## src/rtl/icw_params.svh

```systemverilog
/*
  Holds the offsets, word indices, reset values and fixed codes of the
  identify capability word block and its APB register map.
  Assumes inclusion by bare name from the package only.
*/
`ifndef ICW_PARAMS_SVH
`define ICW_PARAMS_SVH

// ---------------------------------------------------------------------------
// APB register byte addresses
// ---------------------------------------------------------------------------
`define ICW_ADDR_CFG      12'h000
`define ICW_ADDR_MODE     12'h004
`define ICW_ADDR_FEAT     12'h008
`define ICW_ADDR_TIMING   12'h00C
`define ICW_ADDR_INDEX    12'h010
`define ICW_ADDR_DATA     12'h014
`define ICW_ADDR_STATUS   12'h018

// ---------------------------------------------------------------------------
// Identification word indices
// ---------------------------------------------------------------------------
`define ICW_W_XLAT        8'h35
`define ICW_W_SUP0        8'h52
`define ICW_W_SUP1        8'h53
`define ICW_W_SUP2        8'h54
`define ICW_W_EN0         8'h55
`define ICW_W_EN1         8'h56
`define ICW_W_EN2         8'h57
`define ICW_W_ULTRA_DMA        8'h58
`define ICW_W_PWR         8'hA0
`define ICW_W_ADV         8'hA3
`define ICW_W_CBUS        8'hA4

// ---------------------------------------------------------------------------
// Fixed bit patterns
// ---------------------------------------------------------------------------
`define ICW_FEAT0_FIXED   16'h7008
`define ICW_FEAT1_FLASH   16'h4004
`define ICW_VALID_TAG     16'h4000
`define ICW_XLAT_VALUE    16'h0007
`define ICW_CURRENT_MASK  16'h0FFF

// ---------------------------------------------------------------------------
// Reset values and limits
// ---------------------------------------------------------------------------
`define ICW_CFG_RST       32'h0000_0000
`define ICW_CUR_RST       12'h064
`define ICW_CODE_RSV      3'h7
`define ICW_ULTRA_DMA_MAX      3'h6
`define ICW_ADV_MAX       3'h2
`define ICW_CB_MAX        3'h3

`endif

```

## src/rtl/icw_pkg.sv

```systemverilog
/*
  Types shared by the identify capability word block.
  Assumes the constants header is on the include path.
*/
package icw_pkg;
  `include "icw_params.svh"

  typedef enum logic [1:0] {
    ICW_DMA_NONE  = 2'b00,
    ICW_DMA_MWORD = 2'b01,
    ICW_DMA_ULTRA = 2'b10
  } icw_dma_kind_t;

  typedef struct packed {
    logic [15:0]   pwr_cfg;
    logic [7:0]    sup_cfg;
    logic [2:0]    ultra_dma_sup;
    logic          disk_emulation_mode;
    icw_dma_kind_t dma_kind;
    logic [2:0]    ultra_dma_sel;
    logic [2:0]    adv_pio_sel;
    logic [2:0]    adv_mdma_sel;
    logic [2:0]    cb_ultra_dma_sel;
    logic [4:0]    feat_en;
    logic [17:0]   timing_cap;
    logic [7:0]    word_index;
    logic [15:0]   word_data;
    logic [31:0]   prdata;
    logic          pready;
    logic          pslverr;
    logic          nv_store;
  } icw_state_t;
endpackage

```

## src/rtl/icw_words.sv

```systemverilog
/*
  Builds the feature, DMA mode, power and advanced timing identification
  words and serves them, along with their settings, over an APB slave.
  Assumes an APB master on clk_sys_i, and that the health monitoring enable
  bit is written back to non volatile storage by logic outside this block
  whenever nv_store_o pulses, and reloaded through nv_health_i at reset.
*/
// Our own choices: the APB register port and the placing of the registers.
// Overview of operation
// - Supported words carry bit14 one, bit15 zero.
// - First supported word fixed bits set and cleared.
// - Health, security, cache, look-ahead support configurable.
// - Second supported word shows flash-card set.
// - Third enabled word tagged valid, rest reserved.
// - Health enable host-changed and kept non-volatile.
// - Security, cache, look-ahead enables reported live.
// - First enabled word mirrors fixed support bits.
// - Power management enable bit after set-features.
// - At most one DMA mode selected.
// - Ultra DMA word zero outside disk emulation.
// - Ultra DMA selection one-hot in bits 8-14.
// - Ultra DMA support bits are cumulative.
// - Power word valid, reserved, absent, disabled flags.
// - Power word low bits give max current.
// - Advanced timing bits 2-0 give PIO support.
// - Advanced timing bits 5-3 give DMA support.
// - Advanced timing reports selected PIO, DMA modes.
// - Card-bus bits 2-0 give I/O cycle mode.
// - Card-bus bits 5-3 give memory cycle mode.
// - Card-bus ultra DMA limits valid with bit15.
// - Card-bus bits 14-12 report selected ultra DMA.
// - Translation word bit 2 marks ultra word valid.
`timescale 1ns/1ps
`default_nettype none

module icw_words (
  input  wire logic        clk_sys_i,
  input  wire logic        rstn_i,
  input  wire logic        nv_health_i,
  input  wire logic        psel_i,
  input  wire logic        penable_i,
  input  wire logic        pwrite_i,
  input  wire logic [11:0] paddr_i,
  input  wire logic [31:0] pwdata_i,
  input  wire logic [3:0]  pstrb_i,
  output logic      [31:0] prdata_o,
  output logic             pready_o,
  output logic             pslverr_o,
  output logic      [15:0] ident_word_o,
  output logic             nv_store_o
);
  import icw_pkg::*;

  // -------------------------------------------------------------------------
  // Helpers
  // -------------------------------------------------------------------------
  // Out of range codes collapse to the reserved code so the host never sees
  // a mode claimed that the card cannot run.
  function automatic logic [2:0] clip(input logic [2:0] v,
                                      input logic [2:0] lim);
    clip = (v > lim) ? `ICW_CODE_RSV : v;
  endfunction

  function automatic logic [6:0] cumul(input logic [2:0] n);
    cumul = 7'h7F >> (3'h6 - clip(n, `ICW_ULTRA_DMA_MAX));
  endfunction

  function automatic logic [31:0] merge(input logic [31:0] old_v,
                                        input logic [31:0] new_v,
                                        input logic [3:0]  strb);
    logic [31:0] m;
    m = {{8{strb[3]}}, {8{strb[2]}}, {8{strb[1]}}, {8{strb[0]}}};
    merge = (old_v & ~m) | (new_v & m);
  endfunction

  // -------------------------------------------------------------------------
  // State
  // -------------------------------------------------------------------------
  icw_state_t st_reg;
  icw_state_t st_next;
  logic       hs_meta_reg;
  logic       hs_sync_reg;
  logic       boot_reg;

  logic [15:0] sup0_w;
  logic [15:0] sup1_w;
  logic [15:0] sup2_w;
  logic [15:0] en0_w;
  logic [15:0] en1_w;
  logic [15:0] en2_w;
  logic [15:0] ultra_dma_w;
  logic [15:0] pwr_w;
  logic [15:0] adv_w;
  logic [15:0] cbus_w;
  logic [15:0] sel_w;
  logic [31:0] cfg_v;
  logic [31:0] mode_v;
  logic [31:0] feat_v;
  logic [31:0] tim_v;
  logic [31:0] rd_v;
  logic [31:0] wr_v;
  logic        access;
  logic        hit;

  // -------------------------------------------------------------------------
  // Word assembly
  // -------------------------------------------------------------------------
  always_comb begin
    sup0_w = `ICW_FEAT0_FIXED;
    sup0_w[0] = st_reg.sup_cfg[0];
    sup0_w[1] = st_reg.sup_cfg[1];
    sup0_w[5] = st_reg.sup_cfg[2];
    sup0_w[6] = st_reg.sup_cfg[3];
    sup1_w = `ICW_FEAT1_FLASH;
    sup1_w[3] = st_reg.sup_cfg[4];
    sup2_w = `ICW_VALID_TAG;
    en0_w = `ICW_FEAT0_FIXED;
    en0_w[0] = st_reg.feat_en[0];
    en0_w[1] = st_reg.feat_en[1];
    en0_w[5] = st_reg.feat_en[2];
    en0_w[6] = st_reg.feat_en[3];
    en1_w = 16'h0004;
    en1_w[3] = st_reg.feat_en[4];
    en2_w = `ICW_VALID_TAG;
    ultra_dma_w = 16'h0000;
    if (st_reg.disk_emulation_mode &&
        (st_reg.ultra_dma_sup != `ICW_CODE_RSV)) begin
      ultra_dma_w[6:0] = cumul(st_reg.ultra_dma_sup);
      if (st_reg.dma_kind == ICW_DMA_ULTRA) begin
        ultra_dma_w[14:8] = 7'h01 << st_reg.ultra_dma_sel;
      end
    end
    pwr_w = {st_reg.pwr_cfg[15], 1'b0,
             st_reg.pwr_cfg[13:12],
             st_reg.pwr_cfg[11:0]};
    adv_w = {4'h0,
             (st_reg.dma_kind == ICW_DMA_MWORD) ?
               st_reg.adv_mdma_sel : 3'h0,
             st_reg.adv_pio_sel,
             clip(st_reg.timing_cap[5:3], `ICW_ADV_MAX),
             clip(st_reg.timing_cap[2:0], `ICW_ADV_MAX)};
    cbus_w = {st_reg.timing_cap[17],
              st_reg.cb_ultra_dma_sel,
              clip(st_reg.timing_cap[11:9], `ICW_ULTRA_DMA_MAX),
              clip(st_reg.timing_cap[14:12], `ICW_ULTRA_DMA_MAX),
              clip(st_reg.timing_cap[8:6], `ICW_CB_MAX),
              clip(st_reg.timing_cap[2:0], `ICW_CB_MAX)};
    unique case (st_reg.word_index)
      `ICW_W_XLAT: sel_w = `ICW_XLAT_VALUE;
      `ICW_W_SUP0: sel_w = sup0_w;
      `ICW_W_SUP1: sel_w = sup1_w;
      `ICW_W_SUP2: sel_w = sup2_w;
      `ICW_W_EN0:  sel_w = en0_w;
      `ICW_W_EN1:  sel_w = en1_w;
      `ICW_W_EN2:  sel_w = en2_w;
      `ICW_W_ULTRA_DMA: sel_w = ultra_dma_w;
      `ICW_W_PWR:  sel_w = pwr_w;
      `ICW_W_ADV:  sel_w = adv_w;
      `ICW_W_CBUS: sel_w = cbus_w;
      default:     sel_w = 16'h0000;
    endcase
  end

  // -------------------------------------------------------------------------
  // Register views
  // -------------------------------------------------------------------------
  always_comb begin
    cfg_v  = {st_reg.pwr_cfg, 3'h0, st_reg.disk_emulation_mode,
              st_reg.ultra_dma_sup, 1'b0, st_reg.sup_cfg};
    mode_v = {16'h0000, 1'b0, st_reg.cb_ultra_dma_sel,
              st_reg.adv_mdma_sel, st_reg.adv_pio_sel,
              st_reg.ultra_dma_sel, 1'b0, st_reg.dma_kind};
    feat_v = {27'h0, st_reg.feat_en};
    tim_v  = {14'h0, st_reg.timing_cap};
    access = psel_i && penable_i && !st_reg.pready;
    hit    = 1'b1;
    wr_v   = 32'h0;
    unique case (paddr_i)
      `ICW_ADDR_CFG:    rd_v = cfg_v;
      `ICW_ADDR_MODE:   rd_v = mode_v;
      `ICW_ADDR_FEAT:   rd_v = feat_v;
      `ICW_ADDR_TIMING: rd_v = tim_v;
      `ICW_ADDR_INDEX:  rd_v = {24'h0, st_reg.word_index};
      `ICW_ADDR_DATA:   rd_v = {16'h0, st_reg.word_data};
      `ICW_ADDR_STATUS: rd_v = {29'h0, boot_reg, st_reg.dma_kind};
      default: begin
        rd_v = 32'h0;
        hit  = 1'b0;
      end
    endcase
    wr_v = merge(rd_v, pwdata_i, pstrb_i);
  end

  // -------------------------------------------------------------------------
  // Next state
  // -------------------------------------------------------------------------
  always_comb begin
    st_next = st_reg;
    st_next.pready   = access;
    st_next.pslverr  = access && !hit;
    st_next.nv_store = 1'b0;
    st_next.word_data = sel_w;
    if (access && !pwrite_i) begin
      st_next.prdata = rd_v;
    end
    if (!boot_reg) begin
      st_next.feat_en[0] = hs_sync_reg;
    end
    if (access && pwrite_i && hit) begin
      unique case (paddr_i)
        `ICW_ADDR_CFG: begin
          st_next.sup_cfg  = wr_v[7:0];
          st_next.ultra_dma_sup = wr_v[11:9];
          st_next.disk_emulation_mode = wr_v[12];
          st_next.pwr_cfg  = wr_v[31:16];
        end
        `ICW_ADDR_MODE: begin
          // An illegal both-kinds request sets the DMA kind to none; the selection fields are still stored.
          st_next.dma_kind = (wr_v[1:0] == 2'b11) ?
                             ICW_DMA_NONE : icw_dma_kind_t'(wr_v[1:0]);
          st_next.ultra_dma_sel     = clip(wr_v[5:3], `ICW_ULTRA_DMA_MAX);
          st_next.adv_pio_sel  = clip(wr_v[8:6], `ICW_ADV_MAX);
          st_next.adv_mdma_sel = clip(wr_v[11:9], `ICW_ADV_MAX);
          st_next.cb_ultra_dma_sel  = clip(wr_v[14:12], `ICW_ULTRA_DMA_MAX);
        end
        `ICW_ADDR_FEAT: begin
          st_next.feat_en = wr_v[4:0];
          st_next.nv_store = (wr_v[0] != st_reg.feat_en[0]);
        end
        `ICW_ADDR_TIMING: st_next.timing_cap = wr_v[17:0];
        `ICW_ADDR_INDEX:  st_next.word_index = wr_v[7:0];
        default: st_next.word_index = st_reg.word_index;
      endcase
    end
  end

  // -------------------------------------------------------------------------
  // Registers
  // -------------------------------------------------------------------------
  always_ff @(posedge clk_sys_i) begin
    hs_meta_reg <= nv_health_i;
    hs_sync_reg <= hs_meta_reg;
    if (!rstn_i) begin
      boot_reg <= 1'b0;
      st_reg <= '{pwr_cfg: {4'h8, `ICW_CUR_RST},
                  dma_kind: ICW_DMA_NONE,
                  default: '0};
    end else begin
      // Boot ends once both synchroniser stages agree and no APB answer is pending.
      boot_reg <= boot_reg |
                  (st_reg.pready == 1'b0 && hs_meta_reg == hs_sync_reg);
      st_reg <= st_next;
    end
  end

  assign prdata_o     = st_reg.prdata;
  assign pready_o     = st_reg.pready;
  assign pslverr_o    = st_reg.pslverr;
  assign ident_word_o = st_reg.word_data;
  assign nv_store_o   = st_reg.nv_store;

endmodule // icw_words

`default_nettype wire

```

## config.mk

```make
export PLATFORM = sky130hd
export DESIGN_NAME = icw_words
export DESIGN_NICKNAME = d
export VERILOG_FILES = /design/src/rtl/icw_pkg.sv /design/src/rtl/icw_words.sv
export VERILOG_INCLUDE_DIRS = /design/src /design/src/rtl
export SDC_FILE = /design/constraint.sdc
export NUM_CORES = 1
export LEC_CHECK = 0
export BUFFER_PORTS_ARGS = -buffer_cell sky130_fd_sc_hd__buf_4
export CAP_MARGIN = 20
export CORE_MARGIN = 8
export CORE_UTILIZATION = 30
export CTS_CLUSTER_DIAMETER = 40
export DETAILED_ROUTE_END_ITERATION = 16
export HOLD_SLACK_MARGIN = 0.08
export PLACE_DENSITY = 0.56
export SLEW_MARGIN = 20
export SYNTH_ARGS = -nofsm -noshare
export SYNTH_HDL_FRONTEND = slang
export SYNTH_SLANG_ARGS = --single-unit
export TNS_END_PERCENT = 10
```

## constraint.sdc

```tcl
create_clock -name clk_sys_i -period 2.9 [get_ports clk_sys_i]
set_clock_uncertainty 0.1 [all_clocks]
set_input_delay 0.58 -clock clk_sys_i [delete_from_list [all_inputs] [get_ports clk_sys_i]]
set_output_delay 0.58 -clock clk_sys_i [all_outputs]
set_load 0.01 [all_outputs]
```

---- Word-level counts from Yosys, hierarchy flattened ----
Index checks and enable logic that the tools add are counted.
operators by class
  shifts and indexed selects .............. 2
  $add $sub $neg .......................... 1
  bitwise operators ....................... 6
  reductions and logical operators ........ 20
  eq/ne operators ......................... 23
  multiplexer cells ....................... 24
  order comparisons ....................... 11
operators by type and width
  cell                   count
  $pmux W32 S7           1
  $pmux W16 S10          1
  $and A32 B32 Y32       2
  $eq A8 B7 Y1 const B   7
  $eq A12 B5 Y1 const B  3
  $mux W3                12
  $not A32 Y32           1
  $or A32 B32 Y32        1
  $mux W27               1
  $eq A12 B4 Y1 const B  2
  $eq A8 B8 Y1 const B   3
  $mux W7                3
  $gt A3 B2 Y1 const B   6
  $mux W18               1
  $gt A3 B3 Y1 const B   5
  $eq A12 B3 Y1 const B  1
  $logic_not A12 Y1      1
  $reduce_and A2 Y1      5
  $eq A8 B6 Y1 const B   1
  $logic_and A1 B1 Y1    8
  $mux W8                1
  $reduce_or A7 Y1       1
  $shl A1 B3 Y7 const A  1
  $shr A7 B3 Y7 const A  1
  13 further kinds       18
word-level totals
  register bits after elaboration ......... 127
  input bits .............................. 54
  logic and storage cells ................. 108

---- Depth between registers and ports, before layout ----
  word-level depth ........................ 6
  depth in mapped cells ................... 8
  gate-level depth less buffers ........... 6

---- Least setup slack after synthesis ----
OpenSTA, ideal clock, no wires.
  path kind ............................... input to register
  start ................................... in paddr_i[10]
  end ..................................... reg st_reg (netlist bit cfg_v[1])
  setup slack ............................. 568 ps
  arrival time ............................ 2165 ps
  path buffers ............................ 1
  data required time ...................... 2734 ps
  stages on the path ...................... 5
  setup time .............................. 66 ps
  cells stage by stage .................... or4_4 > or3_1 > buf_6 > o31a_4 > a21oi_2
on the way
  word-level cells in the longest chain between the ends .. 5
  elaborated cells between the ends (all ways) .. 14
ends and longest elaborated chain
  what                                   line              text
  from (decl)                            icw_words.sv:43   input wire logic [11:0] paddr_i,
  $eq A12 B4 Y1 (tied with other cells)  icw_words.sv:178  unique case (paddr_i)
  $reduce_or A7 Y1 (no line)             -
  $mux W1                                icw_words.sv:178
  $logic_and A1 B1 Y1                    icw_words.sv:209  if (access && pwrite_i && hit) begin
  $reduce_and A2 Y1 (no line)            -
  to (signal assigned)                   icw_words.sv:245  st_reg <= '{pwr_cfg: {4'h8, `ICW_CUR_RST},
  to (signal assigned)                   icw_words.sv:252  st_reg <= st_next;
  to (decl)                              icw_words.sv:79   icw_state_t st_reg;
Several ways; a longest one is shown, not always the timed one.
A chain may end at the register's enable or synchronous reset.

---- Final worst setup path ----
  start ................................... in paddr_i[3]
  end ..................................... reg st_reg (netlist bit adv_w[6])
on the way
  word-level cells in the longest chain between the ends .. 6
  elaborated cells between the ends (all ways) .. 16
ends and longest elaborated chain
  what                                   line              text
  $eq A12 B5 Y1 (tied with other cells)  icw_words.sv:178
  $pmux W32 S7                           icw_words.sv:178
  $and A32 B32 Y32                       icw_words.sv:73   merge = (old_v & ~m) | (new_v & m);
  $or A32 B32 Y32                        icw_words.sv:73
  $gt A3 B2 Y1                           icw_words.sv:61   clip = (v > lim) ? `ICW_CODE_RSV : v;
  $mux W3                                icw_words.sv:61
Several ways; a longest one is shown, not always the timed one.

==> out/summary.log <==
INFO  sta            setup_viol=0
INFO  floorplan      core_area=0.0217sqmm
INFO  clocking       tritoncts_clock_tree=yes
INFO  layout         postLayoutCellArea=0.00787sqmm
INFO  sta            report.final.slew_viol_count=0
INFO  sta            grt_setup_unrepaired=false
INFO  routing        viasPerCell=5.42
INFO  routing        totalWireLength=22500um
INFO  floorplan      die_height=164um
INFO  synthesis      synthMuxAreaShare=0.0434
INFO  critical_path  crit_path_start_kind=input pin
INFO  synthesis      ys_seq_elements=127
INFO  layout         postLayoutCoreUtil=0.363
INFO  synthesis      synth-edff-count=0
INFO  synthesis      ys_async_sr_fraction=0
INFO  synthesis      post_synth_instance_area=0.00658sqmm
INFO  power          irDropWorstVdd=0.340mV
INFO  layout         nNetsFinal=865
INFO  critical_path  path_class=in -> reg
INFO  sta            worst_slew_pin_slew=0.769ns
INFO  clocking       cts.reportedPaths.clkPinSlew=0.06ns
INFO  grt            grt_antenna_before_repair=0
INFO  sta            fin_crit=2.25ns
INFO  critical_path  timing.critical_path.to_type=register
INFO  placement      gp_congestion=0.824
INFO  sta            timing.setup.tns=0ns
INFO  clocking       clk_root_buffer_cell=clkbuf_16
INFO  placement      placed_cells=1067
INFO  critical_path  critPathRequiredTime=3.09ns
INFO  synthesis      synthDistinctLibCells=73
INFO  grt            grtUsageTotal=0.167
INFO  synthesis      synth_compound_area_frac=0.243
INFO  layout         antenna_cells=0
INFO  synthesis      avgSynthCellArea=8.52squm
INFO  routing        detail_route.iter0.violations=512
INFO  clocking       tritoncts.num_buffers=17
INFO  floorplan      floorplan_die_width=164um
INFO  placement      hpwlAfterDp=16500um
INFO  layout         post_route_cells_drive_above_1_share=0.241
INFO  synthesis      syn-num-nets=831
INFO  floorplan      row_cnt=54
INFO  synthesis      synth-seq-area-share=0.387
INFO  power          leakagePower=2.96nW
INFO  synthesis      ys.flop_type=dfxtp_1
INFO  power          cell_area_power_density=547mW/mm^2
INFO  floorplan      dieArea=0.0269sqmm
INFO  status         status=completed
INFO  routing        routed-via-count=5962
INFO  synthesis      yosysWarningCount=0
INFO  placement      numPortBuffers=104
INFO  synthesis      synthXorXnorAreaFrac=0.00133
INFO  sta            final_hold_viol_count=0
INFO  clocking       cts_resized=0
INFO  synthesis      syn-instance-count=772
INFO  placement      pre_cts_slack=0.260ns
INFO  grt            via_count_of_the_first_global_routing_pass=5686
INFO  clocking       clock-sinks=127
INFO  sta            timing.hold.ws=0.162ns
INFO  sta            setup_ws=0.651ns
INFO  sta            layout_worst_path_cycle_share=0.776
INFO  power          power=4.30mW
INFO  routing        firstDrtPassIters=5
INFO  routing        drc=0
INFO  critical_path  critical_path_peak_fanout=29
INFO  clocking       clock_h_tree_levels=4
INFO  layout         number_of_flip_flops_in_the_largest_register=32
INFO  job            drv_cap=0
INFO  sta            fmax=445MHz
INFO  synthesis      synth_simple_gate_area_frac=0.203
INFO  routing        drt.antenna.violating_nets=0
INFO  synthesis      synth_top_family_by_area=compound AO/OA/AOI/OAI gates
INFO  floorplan      design.portCount=105
INFO  grt            grt_overflow=0
INFO  critical_path  worstPathArrival=2.44ns
INFO  placement      placement.cell_area=0.00723sqmm
INFO  grt            largest_net_degree_at_the_start_of_global_routing=52
INFO  worst_hold_path min_path_type=in -> reg
INFO  clocking       post_cts.repair.setup_buffers=0
INFO  clocking       clock_insertion_delay_worst_skew=0.42ns
INFO  clocking       clock_path_buffers=2
INFO  clocking       postCtsHoldBufs=0
INFO  synthesis      synth-adder-area-share=0.00951
INFO  grt            grt_pass1_wl=34400um
INFO  layout         syn2layout_area_growth=19.7%
INFO  layout         finish.cell_count_without_fillers=1099
INFO  sta            max_slew_margin=0.487
INFO  floorplan      floorplan.initialDensity=0.303
INFO  routing        avgRoutedWirePerCell=20.5um
==> cells by family after synthesis <==
kind of cell / after synthesis
multiplexers: 25
flip-flops: 127
buffers and inverters: 127
adder cells (fa/ha/maj): 5
AO/OA/AOI/OAI: 245
XOR/XNOR: 1
AND/OR/NAND/NOR: 242
==> cell usage in the layout, fill, tap and decap left out, types with 7 or more instances in the layout <==
master and n:
and3_1 10, mux2i_1 17, a22oi_1 25, nand3_1 38
o21ai_0 52, nor2_1 54, a221oi_1 8, a31oi_1 13
nor2b_1 12, a21oi_2 7, nand4_1 9, nand2_1 56
clkbuf_16 17, a21oi_1 77, a211oi_1 14, and2_1 8
buf_4 128, dfxtp_1 127, inv_1 11, nor3_1 7
==> per-layer routing <==
metal  track usage  routed length [um]  vias to the layer above
li1              -                   -                     2841
met2         0.264               10400                      253
met3        0.0368                1740                       38
met1         0.218                9850                     2830
met4        0.0653                 543                        0
met5             0                   0                        -
==> layout make-up <==
| cell class | count | area (sq um) |
|---|---|---|
| Inverter | 12 | 45.0 |
| Clock inverter | 13 | 188 |
| Timing Repair Buffer | 130 | 1000 |
| Clock buffer | 19 | 453 |
| Fill cell | 2231 | 13800 |
| Tap cell | 280 | 350 |
| Multi-Input combinational cell | 518 | 3290 |
| Sequential cell | 127 | 2540 |
==> critical path: stages <==
cell and delay, ns:
buf_4 0.29, buf_4 0.22, mux2_2 0.35, a221oi_1 0.45, nor3_4 0.08, mux2i_2 0.33, a31oi_1 0.12
==> report_power, final <==
part	internal, mW	switching, mW
combinational	0.0910	0.140
clock	1.48	0.831
sequential	1.75	0.00527
total	3.33	0.976
==> worst paths after layout <==
kind | slack, ns | end | startpoint | cells after the start
min | 0.16 | hs_meta_reg | nv_health_i | 1
max | 0.65 | adv_w[6] | paddr_i[3] | 7
min reg2reg | 0.26 | hs_sync_reg | hs_meta_reg | 0
max reg2reg | 0.66 | ident_word_o[13] | st_reg[57] | 5
==> cells in the mapped netlist, types with 4 or more instances <==
| cell | instances | share of area |
|---|---|---|
| dfxtp_1 | 127 | 0.39 |
| a21oi_1 | 77 | 0.059 |
| buf_4 | 56 | 0.064 |
| nand2_1 | 56 | 0.032 |
| nor2_1 | 54 | 0.031 |
| o21ai_0 | 52 | 0.040 |
| nand3_1 | 38 | 0.029 |
| clkbuf_1 | 29 | 0.017 |
| a22oi_1 | 25 | 0.029 |
| buf_2 | 25 | 0.019 |
| mux2i_1 | 17 | 0.026 |
| a211oi_1 | 14 | 0.016 |
| a31oi_1 | 13 | 0.012 |
| inv_1 | 12 | 0.0069 |
| nor2b_1 | 12 | 0.011 |
| and3_1 | 10 | 0.0095 |
| nand4_1 | 9 | 0.0086 |
| a221oi_1 | 8 | 0.011 |
| and2_1 | 8 | 0.0076 |
| a21oi_2 | 7 | 0.0093 |
| nor3_1 | 7 | 0.0053 |
| ha_1 | 5 | 0.0095 |
| mux2_2 | 5 | 0.0086 |
| nand2b_1 | 5 | 0.0048 |
| nand3b_1 | 5 | 0.0057 |
| nand4b_1 | 5 | 0.0067 |
| nor4bb_1 | 5 | 0.0076 |
| o211ai_1 | 5 | 0.0057 |
| a211oi_2 | 4 | 0.0076 |
| and4b_1 | 4 | 0.0061 |
| nor4_1 | 4 | 0.0038 |
| o21a_1 | 4 | 0.0046 |
Power figures use the tool's default switching activity.
